### src/verilog/itfd_params.svh
// Purpose: Offsets, field positions, codes and reset values for itfd.
// Assumes: Word-aligned registers on an 8-bit byte address.
// Notes: Definitions only.
`ifndef ITFD_PARAMS_SVH
`define ITFD_PARAMS_SVH

// ==========================================================
// Sizes
`define ITFD_NUM_TERM 8
`define ITFD_FC_W 6
`define ITFD_FREQ_W 16
`define ITFD_NUM_REF 16
`define ITFD_ADDR_W 8
`define ITFD_DATA_W 32

// ==========================================================
// Terminal function codes
`define ITFD_FC_REF_B0 6'h0C
`define ITFD_FC_REF_B1 6'h0D
`define ITFD_FC_REF_B2 6'h0E
`define ITFD_FC_REF_B3 6'h0F
`define ITFD_FC_RAMP_B0 6'h10
`define ITFD_FC_RAMP_B1 6'h11
`define ITFD_FC_MAIN_PRESET 6'h27
`define ITFD_FC_AUX_PRESET 6'h28
`define ITFD_FC_MOTOR_B0 6'h29
`define ITFD_FC_MOTOR_B1 6'h2A
`define ITFD_FC_PID_SET 6'h2B
`define ITFD_FC_UFAULT_A 6'h2C
`define ITFD_FC_UFAULT_B 6'h2D
`define ITFD_FC_MODE_SWAP 6'h2E
`define ITFD_FC_ESTOP 6'h2F
`define ITFD_FC_EXT_STOP 6'h30
`define ITFD_FC_DEC_DCBRK 6'h31
`define ITFD_FC_RT_CLR 6'h32
`define ITFD_FC_UPS_EN 6'h35
`define ITFD_FC_UPS_1PH 6'h36

// ==========================================================
// Fault codes and ramp groups
`define ITFD_USER_FAULT_A_CODE 8'h1B
`define ITFD_USER_FAULT_B_CODE 8'h1C
`define ITFD_RAMP_GROUP4 2'h3
`define ITFD_REF_FS_SHIFT 15
`define ITFD_REF_FULL 16'h8000

// ==========================================================
// Register byte offsets
`define ITFD_OFS_FCODE 8'h00
`define ITFD_OFS_CTRL 8'h20
`define ITFD_OFS_PRESET 8'h24
`define ITFD_OFS_MAXFREQ 8'h28
`define ITFD_OFS_INT_STAT 8'h2C
`define ITFD_OFS_INT_MASK 8'h30
`define ITFD_OFS_TERM 8'h34
`define ITFD_OFS_ACTION 8'h38
`define ITFD_OFS_REF 8'h40

// ==========================================================
// Control register fields
`define ITFD_CTRL_PID_TERM 0
`define ITFD_CTRL_BASE_TORQUE 1
`define ITFD_CTRL_RT_EN_A 2
`define ITFD_CTRL_RT_EN_B 3

// ==========================================================
// Interrupt status bits
`define ITFD_INT_W 5
`define ITFD_INT_UFAULT_A 0
`define ITFD_INT_UFAULT_B 1
`define ITFD_INT_ESTOP 2
`define ITFD_INT_EXT_STOP 3
`define ITFD_INT_RT_CLR 4

// ==========================================================
// Reset values
`define ITFD_RST_FCODE 6'h00
`define ITFD_RST_CTRL 4'h0
`define ITFD_RST_FREQ 16'h0000
`define ITFD_RST_MAXFREQ 16'h1388

`endif

### src/verilog/itfd_pkg.sv
// Purpose: Types shared by the terminal function decoder.
// Assumes: Constants live in itfd_params.svh.
// Notes: Nothing here is imported.
package itfd_pkg;

  // ==========================================================
  // Stop request arbitration result
  typedef enum logic [1:0] {
    STOP_NONE,
    STOP_DC_BRAKE,
    STOP_DECEL,
    STOP_EMERGENCY
  } itfd_stop_t;

endpackage
### src/verilog/itfd_decoder.sv
// Purpose: Decode digital input terminals into drive control actions.
// Assumes: 10 MHz mclk, synchronous active-high srst, pins asynchronous.
// Notes: Read data valid only in the cycle after the read strobe.
//
// Overview of operation
// - Code 39 swaps main source for preset
// - Code 40 swaps auxiliary source for preset
// - Codes 41, 42 form motor selector
// - Code 43 picks second PID set when enabled
// - Codes 44, 45 raise user faults
// - Code 46 selects opposite control mode
// - Code 47 fastest stop at current limit
// - Code 48 decelerating stop using ramp four
// - Code 49 decelerate then DC brake
// - Code 50 clears running time if enabled
// - Four terminals index sixteen references
// - Full-scale reference equals maximum frequency
// - Selected reference feeds PID or V/F
// - Two terminals choose ramp group 1-4
// - Codes 53, 54 enable UPS direction search
// - Motor states 00..11 map groups 1..4
`timescale 1ns/1ns
`include "itfd_params.svh"

module itfd_decoder (
  input wire logic mclk,
  input wire logic srst,
  input wire logic [`ITFD_NUM_TERM-1:0] term_in,
  input wire logic [`ITFD_FREQ_W-1:0] main_src_val,
  input wire logic [`ITFD_FREQ_W-1:0] aux_src_val,
  input wire logic [`ITFD_ADDR_W-1:0] reg_addr,
  input wire logic [`ITFD_DATA_W-1:0] reg_wdata,
  input wire logic reg_wr,
  input wire logic reg_rd,
  output logic [`ITFD_DATA_W-1:0] reg_rdata,
  output logic [`ITFD_FREQ_W-1:0] main_freq_out,
  output logic [`ITFD_FREQ_W-1:0] aux_freq_out,
  output logic [1:0] motor_group,
  output logic pid_set_sel,
  output logic user_fault_a,
  output logic user_fault_b,
  output logic [7:0] fault_code,
  output logic fault_trip,
  output logic torque_mode,
  output logic estop_cmd,
  output logic cur_limit_hold,
  output logic decel_stop_cmd,
  output logic dc_brake_cmd,
  output logic runtime_clr,
  output logic [3:0] ref_index,
  output logic [`ITFD_FREQ_W-1:0] ref_value,
  output logic [`ITFD_FREQ_W-1:0] ref_freq,
  output logic [1:0] ramp_group,
  output logic ups_search,
  output logic ups_single_phase,
  output logic irq
);

  // ==========================================================
  // Function code match over active terminals
  function automatic logic code_on(
    input logic [`ITFD_NUM_TERM-1:0] act,
    input logic [`ITFD_NUM_TERM*`ITFD_FC_W-1:0] fc,
    input logic [`ITFD_FC_W-1:0] code
  );
    logic hit;
    hit = 1'b0;
    for (int i = 0; i < `ITFD_NUM_TERM; i++) begin
      if (act[i] && fc[i*`ITFD_FC_W +: `ITFD_FC_W] == code) begin
        hit = 1'b1;
      end
    end
    return hit;
  endfunction

  // ==========================================================
  // Storage
  logic [`ITFD_NUM_TERM-1:0] sync1_r;
  logic [`ITFD_NUM_TERM-1:0] sync2_r;
  logic [`ITFD_NUM_TERM-1:0] sync3_r;
  logic [`ITFD_NUM_TERM-1:0] term_r;
  logic [`ITFD_NUM_TERM*`ITFD_FC_W-1:0] fcode_r;
  logic [3:0] ctrl_r;
  logic [`ITFD_FREQ_W-1:0] preset_r;
  logic [`ITFD_FREQ_W-1:0] maxfreq_r;
  logic [`ITFD_FREQ_W-1:0] ref_mem_r [`ITFD_NUM_REF];
  logic [`ITFD_INT_W-1:0] int_stat_r;
  logic [`ITFD_INT_W-1:0] int_mask_r;
  logic [`ITFD_INT_W-1:0] int_stat_nxt;
  logic [`ITFD_INT_W-1:0] evt;
  logic fa_d_r;
  logic fb_d_r;
  logic es_d_r;
  logic xs_d_r;
  logic rt_d_r;
  itfd_pkg::itfd_stop_t stop_nxt;
  logic [`ITFD_FREQ_W-1:0] ref_clip;
  logic [2*`ITFD_FREQ_W-1:0] ref_prod;

  // Decoded levels
  logic f_ref0, f_ref1, f_ref2, f_ref3;
  logic f_ramp0, f_ramp1;
  logic f_main, f_aux, f_mot0, f_mot1, f_pid;
  logic f_fa, f_fb, f_swap, f_es, f_xs, f_dc;
  logic f_rt, f_ups, f_ups1;

  // ==========================================================
  // Input synchronisers and agreement filter
  always_ff @(posedge mclk) begin
    if (srst) begin
      sync1_r <= '0;
      sync2_r <= '0;
      sync3_r <= '0;
    end else begin
      sync1_r <= term_in;
      sync2_r <= sync1_r;
      sync3_r <= sync2_r;
    end
  end

  genvar g;
  generate
    for (g = 0; g < `ITFD_NUM_TERM; g++) begin : g_filt
      always_ff @(posedge mclk) begin
        if (srst) begin
          term_r[g] <= 1'b0;
        end else if (sync2_r[g] == sync3_r[g]) begin
          term_r[g] <= sync3_r[g];
        end
      end
    end
  endgenerate

  // ==========================================================
  // Function decode
  always_comb begin
    f_ref0 = code_on(term_r, fcode_r, `ITFD_FC_REF_B0);
    f_ref1 = code_on(term_r, fcode_r, `ITFD_FC_REF_B1);
    f_ref2 = code_on(term_r, fcode_r, `ITFD_FC_REF_B2);
    f_ref3 = code_on(term_r, fcode_r, `ITFD_FC_REF_B3);
    f_ramp0 = code_on(term_r, fcode_r, `ITFD_FC_RAMP_B0);
    f_ramp1 = code_on(term_r, fcode_r, `ITFD_FC_RAMP_B1);
    f_main = code_on(term_r, fcode_r, `ITFD_FC_MAIN_PRESET);
    f_aux = code_on(term_r, fcode_r, `ITFD_FC_AUX_PRESET);
    f_mot0 = code_on(term_r, fcode_r, `ITFD_FC_MOTOR_B0);
    f_mot1 = code_on(term_r, fcode_r, `ITFD_FC_MOTOR_B1);
    f_pid = code_on(term_r, fcode_r, `ITFD_FC_PID_SET);
    f_fa = code_on(term_r, fcode_r, `ITFD_FC_UFAULT_A);
    f_fb = code_on(term_r, fcode_r, `ITFD_FC_UFAULT_B);
    f_swap = code_on(term_r, fcode_r, `ITFD_FC_MODE_SWAP);
    f_es = code_on(term_r, fcode_r, `ITFD_FC_ESTOP);
    f_xs = code_on(term_r, fcode_r, `ITFD_FC_EXT_STOP);
    f_dc = code_on(term_r, fcode_r, `ITFD_FC_DEC_DCBRK);
    f_rt = code_on(term_r, fcode_r, `ITFD_FC_RT_CLR);
    f_ups = code_on(term_r, fcode_r, `ITFD_FC_UPS_EN);
    f_ups1 = code_on(term_r, fcode_r, `ITFD_FC_UPS_1PH);
  end

  // ==========================================================
  // Frequency source overrides
  always_ff @(posedge mclk) begin
    if (srst) begin
      main_freq_out <= `ITFD_RST_FREQ;
      aux_freq_out <= `ITFD_RST_FREQ;
    end else begin
      main_freq_out <= f_main ? preset_r : main_src_val;
      aux_freq_out <= f_aux ? preset_r : aux_src_val;
    end
  end

  // ==========================================================
  // Motor, PID and control mode selection
  always_ff @(posedge mclk) begin
    if (srst) begin
      motor_group <= 2'h0;
      pid_set_sel <= 1'b0;
      torque_mode <= 1'b0;
    end else begin
      motor_group <= {f_mot1, f_mot0};
      pid_set_sel <= ctrl_r[`ITFD_CTRL_PID_TERM] & f_pid;
      torque_mode <= ctrl_r[`ITFD_CTRL_BASE_TORQUE] ^ f_swap;
    end
  end

  // ==========================================================
  // User faults
  always_ff @(posedge mclk) begin
    if (srst) begin
      user_fault_a <= 1'b0;
      user_fault_b <= 1'b0;
      fault_trip <= 1'b0;
      fault_code <= 8'h00;
    end else begin
      user_fault_a <= f_fa;
      user_fault_b <= f_fb;
      fault_trip <= f_fa | f_fb;
      if (f_fa && !fa_d_r) begin
        fault_code <= `ITFD_USER_FAULT_A_CODE;
      end else if (f_fb && !fb_d_r) begin
        fault_code <= `ITFD_USER_FAULT_B_CODE;
      end
    end
  end

  // ==========================================================
  // Stop arbitration
  always_comb begin
    if (f_es) begin
      stop_nxt = itfd_pkg::STOP_EMERGENCY;
    end else if (f_xs) begin
      stop_nxt = itfd_pkg::STOP_DECEL;
    end else if (f_dc) begin
      stop_nxt = itfd_pkg::STOP_DC_BRAKE;
    end else begin
      stop_nxt = itfd_pkg::STOP_NONE;
    end
  end

  always_ff @(posedge mclk) begin
    if (srst) begin
      estop_cmd <= 1'b0;
      cur_limit_hold <= 1'b0;
      decel_stop_cmd <= 1'b0;
      dc_brake_cmd <= 1'b0;
    end else begin
      estop_cmd <= 1'b0;
      cur_limit_hold <= 1'b0;
      decel_stop_cmd <= 1'b0;
      dc_brake_cmd <= 1'b0;
      case (stop_nxt)
        itfd_pkg::STOP_EMERGENCY: begin
          estop_cmd <= 1'b1;
          cur_limit_hold <= 1'b1;
        end
        itfd_pkg::STOP_DECEL: begin
          decel_stop_cmd <= 1'b1;
        end
        itfd_pkg::STOP_DC_BRAKE: begin
          dc_brake_cmd <= 1'b1;
        end
        default: begin
          estop_cmd <= 1'b0;
        end
      endcase
    end
  end

  // ==========================================================
  // Ramp group selection
  always_ff @(posedge mclk) begin
    if (srst) begin
      ramp_group <= 2'h0;
    end else if (stop_nxt == itfd_pkg::STOP_DECEL) begin
      ramp_group <= `ITFD_RAMP_GROUP4;
    end else begin
      ramp_group <= {f_ramp1, f_ramp0};
    end
  end

  // ==========================================================
  // Running time clear and UPS
  always_ff @(posedge mclk) begin
    if (srst) begin
      runtime_clr <= 1'b0;
      ups_search <= 1'b0;
      ups_single_phase <= 1'b0;
    end else begin
      runtime_clr <= f_rt && !rt_d_r && ctrl_r[`ITFD_CTRL_RT_EN_A]
                     && ctrl_r[`ITFD_CTRL_RT_EN_B];
      ups_search <= f_ups | f_ups1;
      ups_single_phase <= f_ups1;
    end
  end

  // ==========================================================
  // Multi-reference selection and scaling
  always_comb begin
    if (ref_value > `ITFD_REF_FULL) begin
      ref_clip = `ITFD_REF_FULL;
    end else begin
      ref_clip = ref_value;
    end
    ref_prod = ref_clip * maxfreq_r;
  end

  always_ff @(posedge mclk) begin
    if (srst) begin
      ref_index <= 4'h0;
      ref_value <= `ITFD_RST_FREQ;
      ref_freq <= `ITFD_RST_FREQ;
    end else begin
      ref_index <= {f_ref3, f_ref2, f_ref1, f_ref0};
      ref_value <= ref_mem_r[ref_index];
      ref_freq <= ref_prod[`ITFD_REF_FS_SHIFT +: `ITFD_FREQ_W];
    end
  end

  // ==========================================================
  // Edge history
  always_ff @(posedge mclk) begin
    if (srst) begin
      fa_d_r <= 1'b0;
      fb_d_r <= 1'b0;
      es_d_r <= 1'b0;
      xs_d_r <= 1'b0;
      rt_d_r <= 1'b0;
    end else begin
      fa_d_r <= f_fa;
      fb_d_r <= f_fb;
      es_d_r <= f_es;
      xs_d_r <= f_xs;
      rt_d_r <= f_rt;
    end
  end

  // ==========================================================
  // Interrupts
  always_comb begin
    evt = '0;
    evt[`ITFD_INT_UFAULT_A] = f_fa & ~fa_d_r;
    evt[`ITFD_INT_UFAULT_B] = f_fb & ~fb_d_r;
    evt[`ITFD_INT_ESTOP] = f_es & ~es_d_r;
    evt[`ITFD_INT_EXT_STOP] = f_xs & ~xs_d_r;
    evt[`ITFD_INT_RT_CLR] = f_rt & ~rt_d_r;
    int_stat_nxt = int_stat_r;
    if (reg_wr && reg_addr == `ITFD_OFS_INT_STAT) begin
      int_stat_nxt = int_stat_nxt & ~reg_wdata[`ITFD_INT_W-1:0];
    end
    int_stat_nxt = int_stat_nxt | evt;
  end

  always_ff @(posedge mclk) begin
    if (srst) begin
      int_stat_r <= '0;
      irq <= 1'b0;
    end else begin
      int_stat_r <= int_stat_nxt;
      irq <= |(int_stat_nxt & int_mask_r);
    end
  end

  // ==========================================================
  // Register writes
  always_ff @(posedge mclk) begin
    if (srst) begin
      fcode_r <= {`ITFD_NUM_TERM{`ITFD_RST_FCODE}};
      ctrl_r <= `ITFD_RST_CTRL;
      preset_r <= `ITFD_RST_FREQ;
      maxfreq_r <= `ITFD_RST_MAXFREQ;
      int_mask_r <= '0;
    end else if (reg_wr) begin
      for (int i = 0; i < `ITFD_NUM_TERM; i++) begin
        if (reg_addr == `ITFD_OFS_FCODE + 8'(4 * i)) begin
          fcode_r[i*`ITFD_FC_W +: `ITFD_FC_W] <=
            reg_wdata[`ITFD_FC_W-1:0];
        end
      end
      case (reg_addr)
        `ITFD_OFS_CTRL: ctrl_r <= reg_wdata[3:0];
        `ITFD_OFS_PRESET: preset_r <= reg_wdata[`ITFD_FREQ_W-1:0];
        `ITFD_OFS_MAXFREQ: maxfreq_r <= reg_wdata[`ITFD_FREQ_W-1:0];
        `ITFD_OFS_INT_MASK: int_mask_r <= reg_wdata[`ITFD_INT_W-1:0];
        default: ;
      endcase
    end
  end

  generate
    for (g = 0; g < `ITFD_NUM_REF; g++) begin : g_ref
      always_ff @(posedge mclk) begin
        if (srst) begin
          ref_mem_r[g] <= `ITFD_RST_FREQ;
        end else if (reg_wr && reg_addr == `ITFD_OFS_REF + 8'(4 * g)) begin
          ref_mem_r[g] <= reg_wdata[`ITFD_FREQ_W-1:0];
        end
      end
    end
  endgenerate

  // ==========================================================
  // Register reads
  always_ff @(posedge mclk) begin
    if (srst) begin
      reg_rdata <= '0;
    end else begin
      reg_rdata <= '0;
      if (reg_rd) begin
        for (int i = 0; i < `ITFD_NUM_TERM; i++) begin
          if (reg_addr == `ITFD_OFS_FCODE + 8'(4 * i)) begin
            reg_rdata <= 32'(fcode_r[i*`ITFD_FC_W +: `ITFD_FC_W]);
          end
        end
        for (int i = 0; i < `ITFD_NUM_REF; i++) begin
          if (reg_addr == `ITFD_OFS_REF + 8'(4 * i)) begin
            reg_rdata <= 32'(ref_mem_r[i]);
          end
        end
        case (reg_addr)
          `ITFD_OFS_CTRL: reg_rdata <= 32'(ctrl_r);
          `ITFD_OFS_PRESET: reg_rdata <= 32'(preset_r);
          `ITFD_OFS_MAXFREQ: reg_rdata <= 32'(maxfreq_r);
          `ITFD_OFS_INT_STAT: reg_rdata <= 32'(int_stat_r);
          `ITFD_OFS_INT_MASK: reg_rdata <= 32'(int_mask_r);
          `ITFD_OFS_TERM: reg_rdata <= 32'(term_r);
          `ITFD_OFS_ACTION: reg_rdata <= 32'({ups_single_phase,
            ups_search, runtime_clr, dc_brake_cmd, decel_stop_cmd,
            estop_cmd, torque_mode, fault_trip, pid_set_sel,
            motor_group, ramp_group, ref_index});
          default: ;
        endcase
      end
    end
  end

endmodule // itfd_decoder

### config.mk
export PLATFORM = sky130hd
export DESIGN_NAME = itfd_decoder
export DESIGN_NICKNAME = d
export VERILOG_FILES = /design/src/verilog/itfd_pkg.sv /design/src/verilog/itfd_decoder.sv
export VERILOG_INCLUDE_DIRS = /design/src /design/src/verilog
export SDC_FILE = /design/constraint.sdc
export NUM_CORES = 2
export LEC_CHECK = 0
export ABC_CLOCK_PERIOD_IN_PS = 10500
export BUFFER_PORTS_ARGS = -buffer_cell sky130_fd_sc_hd__buf_2
export CAP_MARGIN = 0
export CORE_ASPECT_RATIO = 1.1
export CORE_MARGIN = 2
export CORE_UTILIZATION = 65
export CTS_CLUSTER_SIZE = 10
export DETAILED_ROUTE_END_ITERATION = 8
export PLACE_DENSITY = 0.85
export SYNTH_ARGS = -nofsm -noshare
export SYNTH_HDL_FRONTEND = slang
export SYNTH_SLANG_ARGS = --single-unit
### constraint.sdc
create_clock -name mclk -period 10.5 [get_ports mclk]
set_clock_uncertainty 0.15 [all_clocks]
set_input_delay 0.525 -clock mclk [delete_from_list [all_inputs] [get_ports mclk]]
set_output_delay 0.525 -clock mclk [all_outputs]
set_load 0.02 [all_outputs]
==> impl_metrics.env <==
export IMPL_grt_pass1_wl_um=162000
export IMPL_ys_warn_count=0
export IMPL_num_io_pins=209
export IMPL_cp_end_kind="register"
export IMPL_reg2regPathDepth=23
export IMPL_dp_slack_ps=2240
export IMPL_design_die_area_um2=50500
export IMPL_worstSkewPairLatency_ps=660
export IMPL_grt_use_total=0.426
export IMPL_vias=26400
export IMPL_crit_type="reg -> reg"
export IMPL_critPathLaunchType="register"
export IMPL_firstDrtPassIters=6
export IMPL_antenna_found_initial=5
export IMPL_fmax_ghz=0.118
export IMPL_fillers=3281
export IMPL_cts_sinks=488
export IMPL_synth_simple_area_share=0.202
export IMPL_grt_pass1_vias=26600
export IMPL_finalSetupViolCount=0
export IMPL_path_max_fanout=16
export IMPL_status="completed"
export IMPL_grt_max_degree=86
export IMPL_path_clk_slew_ps=60
export IMPL_die_w_um=214
export IMPL_synth_common_cells="and2_1, nand2_1, edfxtp_1"
export IMPL_reg2reg_from="ref_value[6]$_SDFF_PP0_"
export IMPL_rsz0062_at_grt="false"
export IMPL_p_per_area_nw_per_um2=132
export IMPL_ys_seq_area_frac=0.390
export IMPL_overflow=0
export IMPL_p_leak_nw=14.3
export IMPL_cts_repair_resized=0
export IMPL_initial_utilization=0.660
export IMPL_cts_tree="built"
export IMPL_coreArea_um2=47900
export IMPL_cp_startpoint="ref_value[6]$_SDFF_PP0_"
export IMPL_cts_buffer_depth=3
export IMPL_holdCritPathClass="in -> reg"
export IMPL_crit_required_ps=10900
export IMPL_yosys_area_top_type="edfxtp_1"
export IMPL_die_y_um=235
export IMPL_cap_viol_max_count=0
export IMPL_syn_to_final_growth_pct=10.4
export IMPL_worst_pin_slew_ps=1290
export IMPL_syn_area_per_cell_um2=10.2
export IMPL_synth_cells=3093
export IMPL_cts_max_level=2
export IMPL_setup_tns_ps=0
export IMPL_place_area_um2=32900
export IMPL_cts_setup_buffers=0
export IMPL_finalCritPeriodShare=0.807
export IMPL_detail_route_antenna_nets=0
export IMPL_synthTopCellsByArea="edfxtp_1, dfxtp_1, fa_1"
export IMPL_finalWeightedCongestion=0.986
export IMPL_synth_cell_types=77
export IMPL_synthArstFlopShare=0
export IMPL_post_route_worst_setup_slack_ps=2020
export IMPL_final_nets=3574
export IMPL_hpwl_um=75900
export IMPL_drt_iter0_drc=4094
export IMPL_post_synth_top_area_fraction=0.243
export IMPL_yosysMostFrequentCell="and2_1"
export IMPL_port_buffers=174
export IMPL_vdd_drop_max_uv=212
export IMPL_synth_mux_area_frac=0.0874
export IMPL_viasPerCell=6.78
export IMPL_drv_slew=0
export IMPL_cts_root_buf="clkbuf_16"
export IMPL_worstPathArrival_ps=8880
export IMPL_wl_per_cell_um=27.6
export IMPL_drive_above_1_share=0.126
export IMPL_numCtsBuffers=57
export IMPL_synthXorXnorAreaFrac=0.00443
export IMPL_ys_flop_type="edfxtp_1"
export IMPL_synth_edff_count=256
export IMPL_netlist_area_um2=31600
export IMPL_fin_crit_ps=8480
export IMPL_synth_compound_area_frac=0.0973
export IMPL_hold_viol=0
export IMPL_row_count=84
export IMPL_ys_ff_latch=488
export IMPL_worstReg2RegEnd="ref_freq[14]$_SDFF_PP0_"
export IMPL_wirelength_um=107000
export IMPL_slew_headroom=0.137
export IMPL_final_area_um2=34900
export IMPL_endpoint="ref_freq[14]$_SDFF_PP0_"
export IMPL_synth_adder_area_share=0.160
export IMPL_placedCellCount=3756
export IMPL_drc_errors=0
export IMPL_synth_top_family_by_area="simple AND/OR/NAND/NOR gates"
export IMPL_stdcell_count=3890
export IMPL_rrSetupSlack_ps=2020
routing by layer:
metal / share of wire / vias to the layer above / global-route usage
met3: 0.13 / 439 / 0.0978
met5: 0 / - / 0
li1: - / 10900 / -
met1: 0.36 / 12900 / 0.567
met4: 0.055 / 0 / 0.205
met2: 0.45 / 2179 / 0.664
worst min path at each step:
stage                                from                          end  cells past startpoint
finish                    aux_src_val[15]  aux_freq_out[15]$_SDFF_PP0_                      3
global route              main_src_val[7]  main_freq_out[7]$_SDFF_PP0_                      3
CTS                       aux_src_val[15]  aux_freq_out[15]$_SDFF_PP0_                      3
detailed placement  sync1_r[3]$_SDFF_PP0_        sync2_r[3]$_SDFF_PP0_                      1
global placement    sync1_r[1]$_SDFF_PP0_        sync2_r[1]$_SDFF_PP0_                      1
floorplan           sync1_r[0]$_SDFF_PP0_        sync2_r[0]$_SDFF_PP0_                      1
flip-flops by register name, indices dropped and copies added (netlist names), 8 cells and up:
signal,count
sync3_r,8
preset_r,16
ref_mem_r,256
sync1_r,8
term_r,8
maxfreq_r,16
fcode_r,48
sync2_r,8
ref_freq,16
reg_rdata,17
aux_freq_out,16
ref_value,16
main_freq_out,16
layout make-up:
cell class,instances,area [um^2],share of cell area
diodes,3,7.51,0.000215
clock buffers,93,1610,0.0462
clock inverters,7,119,0.00340
inverters,233,875,0.0250
multi-input cells,2155,17500,0.502
flip-flops and latches,488,12300,0.353
well taps,645,807,0.0231
repair buffers,266,1650,0.0471
critical path, stage by stage (launching register included):
cell and delay, ps:
dfxtp_1 310, nor4_1 580, a41oi_1 360, nor2b_1 960
nand2_1 180, fa_1 450, inv_1 100, fa_1 450
fa_1 560, fa_1 440, fa_1 500, inv_1 50
fa_1 470, inv_1 40, ha_1 330, a21oi_1 150
o21ai_0 140, a2111o_1 310, o21ai_1 530, a211oi_2 260
o21ai_1 330, a31oi_4 180, a21oi_1 180, mux2_2 340
report_power, final:
group          switching (W)  internal [W]
clock network       0.000821       0.00107
logic               0.000377      0.000216
registers          0.0000486       0.00209
placed cells by master, fill, tap and decap left out, types with 8 or more instances in the layout:
| master | netlist | routed |
|---|---|---|
| nand4_1 | 17 | 17 |
| nor4_1 | 13 | 13 |
| conb_1 | 1 | 18 |
| and2_1 | 395 | 395 |
| buf_2 | 31 | 173 |
| a222oi_1 | 26 | 26 |
| a41oi_1 | 12 | 12 |
| o22ai_1 | 34 | 34 |
| fa_1 | 192 | 192 |
| nand3_1 | 54 | 54 |
| ha_1 | 97 | 97 |
| xnor2_1 | 13 | 13 |
| nor4b_1 | 26 | 23 |
| clkbuf_1 | 169 | 32 |
| a221oi_1 | 17 | 17 |
| mux2i_1 | 86 | 86 |
| nor2_1 | 169 | 169 |
| a32oi_1 | 11 | 11 |
| a21o_1 | 21 | 21 |
| nand3b_1 | 10 | 10 |
| a22oi_1 | 101 | 101 |
| nand2b_1 | 19 | 19 |
| a31oi_1 | 8 | 8 |
| o21ai_0 | 53 | 53 |
| buf_4 | 22 | 61 |
| dfxtp_1 | 232 | 230 |
| nor3b_1 | 10 | 10 |
| nor2b_1 | 96 | 96 |
| dlygate4sd3_1 | 0 | 31 |
| mux4_2 | 82 | 82 |
| nand2_1 | 326 | 326 |
| a21oi_1 | 108 | 108 |
| edfxtp_1 | 256 | 256 |
| clkbuf_16 | 0 | 58 |
| inv_1 | 233 | 233 |
| nor3_1 | 39 | 38 |
cell families (layout without fill, tap and decap cells):
kind of cell / Yosys count / count (layout)
AND/OR/NAND/NOR: 1211 / 1211
flip-flops: 488 / 488
buffers and inverters: 467 / 599
AO/OA/AOI/OAI: 448 / 448
adder cells (fa/ha/maj): 289 / 289
multiplexers: 173 / 173
XOR/XNOR: 16 / 16
other: 1 / 21
timing repair:
| item | 4_1_cts | 5_1_grt |
|---|---|---|
| hold endpoints to repair | 31 | 0 |
| hold buffers | 31 | 0 |
| endpoints found under the setup margin | 0 | 0 |
stage by stage:
step / utilization / total power (W) / hold slack, ps
final: 0.729 / 0.00462 / 12.7
after global routing: 0.729 / 0.00475 / 42.3
after CTS: 0.729 / 0.00460 / 2.93
after detailed placement: 0.686 / 0.00273 / 280
after global placement: 0.686 / 0.00270 / 271
after floorplan: - / 0.00254 / 264
Note: power is estimated with default switching activity, not from simulation.
